[config.mk]
export PLATFORM = sky130hd
export DESIGN_NAME = rssig_top
export DESIGN_NICKNAME = d
export VERILOG_FILES = /design/src/rssig_top.v
export VERILOG_INCLUDE_DIRS = /design/src /design/src/src
export SDC_FILE = /design/constraint.sdc
export NUM_CORES = 1
export LEC_CHECK = 0
export BUFFER_PORTS_ARGS = -buffer_cell sky130_fd_sc_hd__buf_2
export CORE_MARGIN = 2
export CORE_UTILIZATION = 45
export DETAILED_ROUTE_END_ITERATION = 7
export GPL_TIMING_DRIVEN = 0
export SLEW_MARGIN = 20
export SYNTH_ARGS = -nofsm -noshare
export SYNTH_HDL_FRONTEND = slang
export SYNTH_SLANG_ARGS = --single-unit
export TNS_END_PERCENT = 100
[constraint.sdc]
create_clock -name core_clk -period 8.2 [get_ports core_clk]
set_clock_uncertainty 0.2 [all_clocks]
set_input_delay 0.82 -clock core_clk [delete_from_list [all_inputs] [get_ports core_clk]]
set_output_delay 0.82 -clock core_clk [all_outputs]
set_load 0.02 [all_outputs]
[src/rssig_map.vh]
`ifndef RSSIG_MAP_VH
`define RSSIG_MAP_VH
// register indices; byte address is four times the index
`define RSSIG_IDX_CTL 12'h3a0
`define RSSIG_IDX_SUBV 12'h3c0
`define RSSIG_IDX_ARR 12'h500
`define RSSIG_IDX_GCFG 12'h107
`define RSSIG_NUM_TS 5'd24
// control register fields
`define RSSIG_SUB_EN 6
`define RSSIG_OH_EN 5
`define RSSIG_DEB_EN 4
`define RSSIG_FMT_HI 3
`define RSSIG_FMT_LO 2
`define RSSIG_EXT_HI 1
`define RSSIG_EXT_LO 0
// global config fields
`define RSSIG_GCFG_SFB 7
`define RSSIG_GCFG_SIGIF 0
// field encodings
`define RSSIG_FMT_ONES 2'h0
`define RSSIG_FMT_16 2'h1
`define RSSIG_FMT_4 2'h2
`define RSSIG_FMT_2 2'h3
`define RSSIG_EXT_NONE 2'h0
`define RSSIG_EXT_16 2'h1
`define RSSIG_EXT_4 2'h2
`define RSSIG_EXT_2 2'h3
// extraction masks over {a,b,c,d}
`define RSSIG_MASK_16 4'hf
`define RSSIG_MASK_4 4'hc
`define RSSIG_MASK_2 4'h8
`define RSSIG_MASK_0 4'h0
// reset values
`define RSSIG_RST_CTL 8'h00
`define RSSIG_RST_SUBV 4'h0
`define RSSIG_RST_GCFG 8'h00
`endif

[src/rssig_top.v]
// The Wishbone interface to the registers was left to the implementer.
`timescale 1ns/1ps
`default_nettype none
`include "rssig_map.vh"

// octet fifo with a registered read stage so the drain side sees flop outputs
// capacity is the memory depth plus the one word held in the read stage
// full is judged on the next count so a push into the last free slot is safe
module rssig_fifo #(
	parameter W = 8,
	parameter D = 16,
	parameter AW = 4
) (
	input wire core_clk,
	input wire nrst,
	input wire wr_valid,
	output reg wr_ready,
	input wire [W-1:0] wr_data,
	output reg rd_valid,
	input wire rd_ready,
	output reg [W-1:0] rd_data
);
	// memory plus read stage hold D + 1 words in all
	reg [W-1:0] mem [0:D-1];
	reg [AW-1:0] wp;
	reg [AW-1:0] rp;
	reg [AW:0] cnt;
	wire push;
	wire pop;
	wire [AW:0] next_cnt;

	// a push and a pop in one cycle leave the count where it was
	// pop only when the output stage is empty or being drained
	assign push = wr_valid && wr_ready;
	assign pop = (cnt != {(AW+1){1'b0}}) && (!rd_valid || rd_ready);
	assign next_cnt = cnt + {{AW{1'b0}}, push} - {{AW{1'b0}}, pop};

	// pointers, count and flags
	// the read stage refills whenever memory holds a word and the stage is empty or being taken
	always @(posedge core_clk)
	begin
		if (!nrst)
		begin
			wp <= {AW{1'b0}};
			rp <= {AW{1'b0}};
			cnt <= {(AW+1){1'b0}};
			wr_ready <= 1'b1;
			rd_valid <= 1'b0;
			rd_data <= {W{1'b0}};
		end
		else
		begin
			if (push)
				wp <= wp + 1'b1;
			if (pop)
			begin
				rp <= rp + 1'b1;
				rd_data <= mem[rp];
				rd_valid <= 1'b1;
			end
			else if (rd_ready)
				rd_valid <= 1'b0;
			cnt <= next_cnt;
			// full is registered so the source sees it without a comb path
			wr_ready <= (next_cnt != D[AW:0]);
		end
	end

	// storage needs no reset
	// words are only read after they were written, so no unknown leaves
	always @(posedge core_clk)
	begin
		if (push)
			mem[wp] <= wr_data;
	end
endmodule // rssig_fifo

module rssig_top #(
	parameter NTS = 24,
	parameter FIFO_DEPTH = 16,
	parameter FIFO_AW = 4
) (
	input wire core_clk,
	input wire nrst,
	input wire [15:0] wb_adr_i,
	input wire [31:0] wb_dat_i,
	output reg [31:0] wb_dat_o,
	input wire wb_we_i,
	input wire [3:0] wb_sel_i,
	input wire wb_cyc_i,
	input wire wb_stb_i,
	output reg wb_ack_o,
	input wire rx_valid,
	output wire rx_ready,
	input wire [4:0] rx_ts,
	input wire [7:0] rx_octet,
	input wire rx_rb_frame,
	input wire [1:0] rx_rb_bit,
	input wire rx_sf_end,
	output wire pcm_valid,
	input wire pcm_ready,
	output wire [7:0] pcm_octet,
	output reg sig_valid,
	output reg [4:0] sig_ts,
	output reg [3:0] sig_abcd,
	output reg oh_valid,
	output reg [4:0] oh_ts,
	output reg [3:0] oh_abcd
);
	// per-slot banks; array, current and previous state are hardware owned
	// cur collects robbed bits as they arrive, prev holds the last superframe
	reg [7:0] ctl [0:NTS-1];
	reg [3:0] subv [0:NTS-1];
	reg [3:0] sarr [0:NTS-1];
	reg [3:0] cur [0:NTS-1];
	reg [3:0] prev [0:NTS-1];
	reg [7:0] gcfg;
	integer i;
	integer j;

	// word index decode: returns {hit, slot} for a 24-entry bank at base
	// below base the subtraction wraps high, so one compare bounds both ends
	function [5:0] bank_hit;
		input [13:0] idx;
		input [11:0] base;
		reg [13:0] off;
		begin
			off = idx - {2'b00, base};
			bank_hit = {(off < {9'h000, `RSSIG_NUM_TS}), off[4:0]};
		end
	endfunction

	// one bit of {a,b,c,d} positions, bit a at the top
	// the same mask gates the array write and zeroes the bits not extracted
	function [3:0] ext_mask;
		input [1:0] ext;
		begin
			case (ext)
				`RSSIG_EXT_16: ext_mask = `RSSIG_MASK_16;
				`RSSIG_EXT_4: ext_mask = `RSSIG_MASK_4;
				`RSSIG_EXT_2: ext_mask = `RSSIG_MASK_2;
				default: ext_mask = `RSSIG_MASK_0;
			endcase
		end
	endfunction

	// bus side
	// a write lands at the edge that takes it; ack follows one cycle later
	// with ack still high the master's old cycle is not taken a second time
	wire [13:0] widx;
	wire [5:0] hit_ctl;
	wire [5:0] hit_subv;
	wire [5:0] hit_arr;
	wire hit_gcfg;
	wire wb_req;
	wire wb_wr;
	reg [31:0] next_rdata;

	assign widx = wb_adr_i[15:2];
	assign hit_ctl = bank_hit(widx, `RSSIG_IDX_CTL);
	assign hit_subv = bank_hit(widx, `RSSIG_IDX_SUBV);
	assign hit_arr = bank_hit(widx, `RSSIG_IDX_ARR);
	assign hit_gcfg = (widx == {2'b00, `RSSIG_IDX_GCFG});
	assign wb_req = wb_cyc_i && wb_stb_i && !wb_ack_o;
	// only the low byte lane carries register data
	// a write with that lane off still gets its ack
	assign wb_wr = wb_req && wb_we_i && wb_sel_i[0];

	// read mux; unmapped words read zero
	// the banks never overlap, so the priority order changes nothing
	always @*
	begin
		next_rdata = 32'h0000_0000;
		if (hit_ctl[5])
			next_rdata = {24'h00_0000, ctl[hit_ctl[4:0]]};
		else if (hit_subv[5])
			next_rdata = {28'h000_0000, subv[hit_subv[4:0]]};
		else if (hit_arr[5])
			next_rdata = {28'h000_0000, sarr[hit_arr[4:0]]};
		else if (hit_gcfg)
			next_rdata = {24'h00_0000, gcfg};
	end

	// classic slave: ack one cycle after the request, dropped the cycle after
	// read data loads only on reads, so it stands until the next read
	// control and substitution banks start cleared: nothing extracted or replaced
	always @(posedge core_clk)
	begin
		if (!nrst)
		begin
			wb_ack_o <= 1'b0;
			wb_dat_o <= 32'h0000_0000;
			gcfg <= `RSSIG_RST_GCFG;
			for (i = 0; i < NTS; i = i + 1)
			begin
				ctl[i] <= `RSSIG_RST_CTL;
				subv[i] <= `RSSIG_RST_SUBV;
			end
		end
		else
		begin
			wb_ack_o <= wb_req;
			if (wb_req && !wb_we_i)
				wb_dat_o <= next_rdata;
			// register writes take the low byte only
			if (wb_wr && hit_ctl[5])
				ctl[hit_ctl[4:0]] <= wb_dat_i[7:0];
			if (wb_wr && hit_subv[5])
				subv[hit_subv[4:0]] <= wb_dat_i[3:0];
			if (wb_wr && hit_gcfg)
				gcfg <= wb_dat_i[7:0];
		end
	end

	// stream side: decode the accepted octet's slot
	// slots above the last pass through untouched and never index a bank
	// the robbed bit always rides in bit 0 of the octet
	wire acc;
	wire ts_ok;
	wire [7:0] tctl;
	wire [3:0] tsub;
	wire [3:0] tsarr;
	wire [3:0] tprev;
	wire [3:0] emask;
	wire [3:0] bitpos;
	wire [1:0] fmt;
	wire rxbit;
	reg sub_bit;
	reg [3:0] next_cur;
	reg [3:0] next_arr;
	reg arr_wr;
	wire [7:0] sub_octet;

	// per-octet views of the addressed slot's registers
	assign acc = rx_valid && rx_ready;
	assign ts_ok = (rx_ts < `RSSIG_NUM_TS);
	assign tctl = ts_ok ? ctl[rx_ts] : `RSSIG_RST_CTL;
	assign tsub = ts_ok ? subv[rx_ts] : `RSSIG_RST_SUBV;
	assign tsarr = ts_ok ? sarr[rx_ts] : `RSSIG_RST_SUBV;
	assign tprev = ts_ok ? prev[rx_ts] : `RSSIG_RST_SUBV;
	assign emask = ext_mask(tctl[`RSSIG_EXT_HI:`RSSIG_EXT_LO]);
	assign fmt = tctl[`RSSIG_FMT_HI:`RSSIG_FMT_LO];
	assign bitpos = `RSSIG_MASK_2 >> rx_rb_bit; // a..d onto bits 3..0
	assign rxbit = rx_octet[0];

	// substituted robbed bit; bits outside the format pass through
	// the substitution value only ever reaches the pcm copy of the octet
	always @*
	begin
		case (fmt)
			`RSSIG_FMT_ONES: sub_bit = 1'b1;
			`RSSIG_FMT_16: sub_bit = |(tsub & bitpos);
			`RSSIG_FMT_4: sub_bit = (bitpos & `RSSIG_MASK_4) != 4'h0 ? |(tsub & bitpos) : rxbit;
			`RSSIG_FMT_2: sub_bit = (bitpos == `RSSIG_MASK_2) ? tsub[3] : rxbit;
			default: sub_bit = rxbit;
		endcase
	end

	// pcm path only sees the substitution; the array uses rxbit
	// octets without a robbed bit are never altered
	assign sub_octet = (ts_ok && rx_rb_frame && tctl[`RSSIG_SUB_EN]) ?
		{rx_octet[7:1], sub_bit} : rx_octet;

	// extracted state and the decision to write the array
	// debounce compares the finished superframe with the one before it
	// the frame-boundary option is moot under debounce, which already waits
	// only a changed value writes the array, so the pin pulses only on change
	always @*
	begin
		next_cur = ts_ok ? cur[rx_ts] : 4'h0;
		if (rx_rb_frame)
			next_cur = ((next_cur & ~bitpos) | (rxbit ? bitpos : 4'h0)) & emask;
		next_arr = next_cur;
		arr_wr = 1'b0;
		if (emask != `RSSIG_MASK_0)
		begin
			if (tctl[`RSSIG_DEB_EN])
				arr_wr = rx_sf_end && (next_cur == tprev);
			else if (gcfg[`RSSIG_GCFG_SFB])
				arr_wr = rx_sf_end;
			else
				arr_wr = rx_rb_frame;
		end
		arr_wr = arr_wr && ts_ok && acc && (next_arr != tsarr);
	end

	// per-slot state, signaling pin and overhead pin
	// overhead pulses on every accepted octet of an enabled slot
	// pin and overhead outputs keep their last slot and value between pulses
	always @(posedge core_clk)
	begin
		if (!nrst)
		begin
			// all slot state clears so no stale superframe can pass debounce
			for (j = 0; j < NTS; j = j + 1)
			begin
				sarr[j] <= `RSSIG_RST_SUBV;
				cur[j] <= `RSSIG_RST_SUBV;
				prev[j] <= `RSSIG_RST_SUBV;
			end
			sig_valid <= 1'b0;
			sig_ts <= 5'h00;
			sig_abcd <= 4'h0;
			oh_valid <= 1'b0;
			oh_ts <= 5'h00;
			oh_abcd <= 4'h0;
		end
		else
		begin
			sig_valid <= 1'b0;
			oh_valid <= 1'b0;
			if (acc && ts_ok)
			begin
				cur[rx_ts] <= next_cur;
				if (rx_sf_end)
					prev[rx_ts] <= next_cur; // last superframe for the two-in-a-row check
				if (arr_wr)
					sarr[rx_ts] <= next_arr;
				// pin only moves with the array, so debounce governs both
				// the pin interface is off after reset until software enables it
				if (arr_wr && gcfg[`RSSIG_GCFG_SIGIF])
				begin
					sig_valid <= 1'b1;
					sig_ts <= rx_ts;
					sig_abcd <= next_arr;
				end
				if (tctl[`RSSIG_OH_EN])
				begin
					oh_valid <= 1'b1;
					oh_ts <= rx_ts;
					oh_abcd <= arr_wr ? next_arr : tsarr;
				end
			end
		end
	end

	// pcm toward the backplane; a stalled drain backs up to rx_ready
	// every offered octet enters, out-of-range slots included
	// the drain sets the pace; no octet is ever dropped
	rssig_fifo #(
		.W(8),
		.D(FIFO_DEPTH),
		.AW(FIFO_AW)
	) u_fifo (
		.core_clk(core_clk),
		.nrst(nrst),
		.wr_valid(rx_valid),
		.wr_ready(rx_ready),
		.wr_data(sub_octet),
		.rd_valid(pcm_valid),
		.rd_ready(pcm_ready),
		.rd_data(pcm_octet)
	);
endmodule // rssig_top
`default_nettype wire

Yosys cells after proc, flatten, opt, wreduce, memory -nomap -nowiden --
Memories as Yosys holds them, arrays and structs flattened. A register that Yosys moved wholly into a read port is not among the register bits. Cells that the tools add are included.
Cells by class: $add $sub $neg 7, reductions and logical operators 37, equality and inequality tests 11, multiplexer cells 59, bitwise logic cells 5, shifts and indexed selects 1, $lt $le $gt $ge 4
Operators by type and width (count):
- 2-to-1 mux 4 bit | 11
- less-than comparator 14 x 5 -> 1 bit, second input constant | 3
- 2-to-1 mux 8 bit | 5
- 2-to-1 mux 1 bit | 35
- subtractor 14 x 10 -> 14 bit, second input constant | 2
- 2-to-1 mux 5 bit | 5
- OR reduction 4 bit | 5
- logical AND 1 bit | 18
- == test 14 x 9 -> 1 bit, second input constant | 1
- subtractor 14 x 11 -> 14 bit, second input constant | 1
- bitwise AND 4 bit | 3
- case mux 4 bit (3 select lines) | 1
- adder 4 x 1 -> 4 bit, second input constant | 2
- == test 2 bit, second input constant | 4
- nonzero test 4 bit | 2
- OR reduction 8 bit | 1
- 2-to-1 mux 7 bit | 1
- AND reduction 2 bit | 3
- adder 5 x 1 -> 5 bit | 1
- less-than comparator 5 bit, second input constant | 1
- inequality test 5 bit, second input constant | 1
- nonzero test 5 bit | 1
- subtractor 5 x 1 -> 5 bit | 1
- == test 2 x 1 -> 1 bit, second input constant | 2
- 11 further kinds | 14
Storage, ports and cells: register bits after elaboration 76, memory bits (writable) 704, word-level logic and storage cells 144, memories 6, input bits 76
Memory list:
- ctl | depth 24, bits a word 8, rd ports 2, clocked after memory_dff 0, wr ports 24, line rssig_top.v:112 | reg [7:0] ctl [0:NTS-1];
- u_fifo.mem | depth 16, bits a word 8, rd ports 1, clocked after memory_dff 1, wr ports 1, line rssig_top.v:24 | reg [W-1:0] mem [0:D-1];
- cur | depth 24, bits a word 4, rd ports 1, clocked after memory_dff 0, wr ports 24, line rssig_top.v:115 | reg [3:0] cur [0:NTS-1];
- prev | depth 24, bits a word 4, rd ports 1, clocked after memory_dff 0, wr ports 24, line rssig_top.v:116 | reg [3:0] prev [0:NTS-1];
- sarr | depth 24, bits a word 4, rd ports 2, clocked after memory_dff 0, wr ports 24, line rssig_top.v:114 | reg [3:0] sarr [0:NTS-1];
- subv | depth 24, bits a word 4, rd ports 2, clocked after memory_dff 0, wr ports 24, line rssig_top.v:113 | reg [3:0] subv [0:NTS-1];

Longest topological paths before layout --
depth in word-level cells 19, mapped depth 25, mapped depth without buffers 15

Cells and area by module --
From an unflattened synthesis, not the netlist that was laid out.
Unflattened totals: cells, all modules 2782, area total of the unflattened synthesis 39878.2 um^2
Modules (own cells, without submodules):
- rssig_top | area each 33867.5 um^2, cells an instance 2461, seq. area each 20199.4 um^2, instances 1
- rssig_fifo | area each 6010.8 um^2, cells an instance 321, seq. area each 4304.1 um^2, instances 1

Worst setup path after synthesis --
OpenSTA, ideal clock, no wires.
path type input to register, start in rx_ts[0], end mem sarr[10][0], enable pin, arrival 6117 ps, path slack 1510 ps, buffers on the path 12, stages 24, data required time 7627 ps, cells stage by stage buf_6 -> buf_6 -> buf_4 -> buf_4 -> buf_4 -> buf_4 -> buf_2 -> buf_2 -> buf_2 -> buf_2 -> mux4_2 -> a22oi_1 -> nand4_1 -> ha_1 -> o21ai_0 -> o31ai_2 -> inv_1 -> clkbuf_1 -> xnor2_1 -> nand4_1 -> and2_1 -> nand2_1 -> clkbuf_1 -> o31ai_1
RTL lines:
- from (decl) | line rssig_top.v:95 | input wire [4:0] rx_ts,
- to (decl) | line rssig_top.v:114

==> summary.md <==
| Metric | Value |
|---|---|
| Share of layout cells above drive strength 1 | `between 20% and 30%` |
| #FFs+latches synth | `~870` |
| Setup violators final | `0` |
| Cell Area, Synth | `41000 µm²` |
| LEAKAGE | `~16 nW` |
| Sequential power share | `approximately 47%` |
| Worst hold start | `gcfg[5]` |
| Core area | `90100 µm²` |
| Switching Share | `about a quarter` |
| DR vias/cell | `6.23` |
| Drt first pass iters | `6` |
| Synth Warn # | `0` |
| Ranking of synthesized cells by area | `edfxtp_1, mux4_2, nor2_1` |
| Status | `completed` |
| CTS max path bufs | `3` |
| Minimum clock period | `7.88 ns` |
| Simple-gate share of the synthesized area | `a little under an eighth` |
| Setup TNS | `0 ns` |
| Startpoint Class | `input pin` |
| Clock root buffer | `clkbuf_16` |
| First-pass GRT wire length | `between 150000 and 200000 µm` |
| Num CTS Buffers | `93` |
| Period utilisation layout | `a little over nine tenths` |
| Avg WL per Cell | `30.2 µm` |
| Fin nets | `3259` |
| Max Slew Vio Count | `0` |
| Fillers | `~7500` |
| Post-route DRC | `0` |
| Initial DRC count | `a little under 4000` |
| Slew @ Worst Pin | `1.25 ns` |
| Int Pwr | `approximately 8 mW` |
| Gr ovfl total | `0` |
| Clk sinks | `slightly below 900` |
| Initial Utilization | `45.5%` |
| Placed Area | `approximately 44000 µm²` |
| Post-DRT Antenna Nets | `0` |
| WL final | `about 130000 µm` |
| Start point of the critical path | `rx_ts[1]` |
| Post-Synth Adder-Cell Area | `less than 1%` |
| Clock share of power | `between 30% and 40%` |
| Pin count of the biggest net entering global routing | `20` |
| Post-synth top area cell | `edfxtp_1` |
| PD cells | `234 nW/µm²` |
| Top-area cell type share of the netlist area | `59.4%` |
| Horiz. Die Dim | `306 µm` |
| Min Hold Slack | `roughly 0.26 ns` |
| Clock Pin Slew Worst Setup and Hold Paths | `around 0.06 ns` |
| Unique cell type count in the Yosys netlist | `69` |
| EDFF count, synth | `between 800 and 900` |
| Vias in the first global route | `about 27000` |
| Syn Area/Cell | `14.4 µm²` |
| Asr flop ratio synth | `0%` |
| Total of max-cap violations | `0` |
| Port Buffers | `76` |
| Setup CP Type | `in -> reg` |
| Placer Congestion | `roughly 0.96` |
| Clk Latency, worst-skew pair | `roughly 0.7 ns` |
| Combinational power share | `13.8%` |
| RR Startpoint | `ctl[15][0]` |
| Boundary Pins | `139` |
| CTS tree | `built` |
| Chip height | `roughly 310 µm` |
| Slew Limit Headroom | `between 15 and 20%` |
| R2R depth | `11` |
| Area of the die | `~94000 µm²` |
| Num rows | `between 100 and 150` |
| Worst Hold Depth | `2` |
| CP Data Required Time | `around 8.4 ns` |
| Maximum clock frequency | `between 0.1 and 0.15 GHz` |
| Htree depth | `3` |
| Synth Area in Compound Gates | `between 5 and 6%` |
| Global-route usage over all layers | `28.6%` |
| Mux cell area share after synthesis | `~17%` |
| Hold crit path type | `reg -> reg` |
| Initial antenna violation count | `5` |
| Primary FF master, synth | `edfxtp_1` |
| RR Endpoint | `prev[17][1]` |
| Sequential share of the synthesized area | `between 60% and 70%` |
| Largest family of logic cells by synthesized area | `multiplexers` |
| Post-DP HPWL | `98100 µm` |
| Most common cell after layout, fill and taps aside | `edfxtp_1` |
| Via Count | `~28000` |
| Most frequent cells in the layout | `edfxtp_1, nor2_1, mux4_2` |
| Synthesized instance count | `2860` |
| XOR/XNOR share of the synthesized area | `less than 1%` |
| RSZ-0062 raised after global routing | `no` |
| Final instance area | `approximately 47000 µm²` |
| Final hold vios | `0` |
| Worst hold endpoint | `gcfg[5]` |
| Max rail drop VDD | `approximately 0.00015 V` |
| P_sw | `2.88 mW` |
| Layout area overhead | `14.2%` |
| R2R setup slack | `~3.2 ns` |
| Max FO, Critical Path | `19` |
| Worst Setup End Kind | `flop` |
| Critical path data arrival time | `a little over 8 ns` |
==> area by class of cell <==
cell class | count | area [µm²] | share of cell area, %
clock buffer | 125 | 2550 | 5.45
antenna | 2 | 5.00 | 0.0107
sequential | 872 | 25600 | 54.6
clock inverter | 47 | 552 | 1.18
tap | 1176 | 1470 | 3.14
multi-input combinational | 1842 | 15000 | 32.0
buffer | 253 | 1190 | 2.54
inverter | 22 | 82.6 | 0.176
timing repair buffer | 84 | 435 | 0.929
==> worst max-delay path by stage <==
stage                  end  slack, ns  cells past startpoint
6_report       prev[17][1]       0.32                     19
5_1_grt         sarr[2][2]       0.18                     23
4_1_cts        sarr[19][1]       0.15                     24
3_5_place_dp    sarr[3][1]      -2.05                     23
3_3_place_gp    sarr[3][1]      -1.95                     23
2_1_floorplan  sarr[10][0]       1.51                     24
==> sequential cells by signal, summed over array words and instances, names as in the netlist, 5 cells and up <==
signal / cells
prev: 96
wb_dat_o: 8
oh_ts: 5
cur: 96
u_fifo.cnt: 5
sig_ts: 5
ctl: 256
u_fifo.rd_data: 8
sarr: 124
gcfg: 8
subv: 112
u_fifo.mem: 128
==> routing by layer <==
metal | up-vias | track usage, % | part of all wire [%]
met2 | 1791 | 43.3 | 45
met1 | 14100 | 40.0 | 39
met4 | 2 | 11.5 | 4.1
li1 | 11400 | - | -
met3 | 290 | 6.73 | 12
met5 | - | 0 | 0.0052
==> power groups by stage <==
stage	combinational (mW)	sequential, mW	clock, mW
finish	1.52	5.17	4.31
global route	1.59	5.19	4.51
CTS	1.50	5.17	4.34
detailed placement	1.48	5.26	0
global placement	1.45	5.24	0
floorplan	0.931	5.25	0
==> cells in the mapped netlist (13+ instances only) <==
library cell	instances
and2_1	203
and3_1	25
inv_1	18
mux2i_1	73
edfxtp_1	812
dfxtp_1	60
mux4_2	275
ha_1	14
o21ai_0	82
a21oi_1	27
a22oi_1	85
nor2_1	443
buf_1	30
nand4_1	13
clkbuf_1	150
nand2_1	200
buf_4	35
buf_2	34
o31ai_1	19
nor3_1	21
nand3_1	41
==> critical path, cell delays in order <==
cell	delay, ns
buf_4	0.19
buf_6	0.21
buf_4	0.27
buf_2	0.46
buf_2	0.44
buf_2	0.52
buf_2	0.63
clkbuf_2	0.50
mux4_2	0.41
a22oi_1	0.20
nand4_1	0.34
ha_1	0.34
o21ai_0	0.07
nand2_1	0.12
o31ai_4	0.25
clkinv_1	0.95
nand2_1	0.67
clkbuf_1	0.53
nor2_1	0.09
==> through the flow <==
step / instances / total power [mW] / util [%] / worst slack [ns]
floorplan: 2991 / 6.19 / - / 1.51
global placement: 4243 / 6.69 / 48.1 / -1.95
detailed placement: 4251 / 6.74 / 48.3 / -2.05
CTS: 4422 / 11.0 / 52.0 / 0.155
global route: 4422 / 11.3 / 52.0 / 0.181
finish: 4423 / 11.0 / 52.0 / 0.321
==> what timing repair did <==
action                     in CTS  in global routing
resized for setup              41                  3
hold buffers                    0                  0
pin swaps                       0                  0
buffers inserted                0                  0
setup endpoints to repair     284                105
==> cell families after synthesis <==
family | count (synthesis)
simple gates | 1021
flops | 872
mux | 358
compound gates | 299
buf+inv | 277
xor+xnor | 17
fa+ha+maj | 15
other cells | 1
No activity file was read; power rests on OpenSTA's default activity.
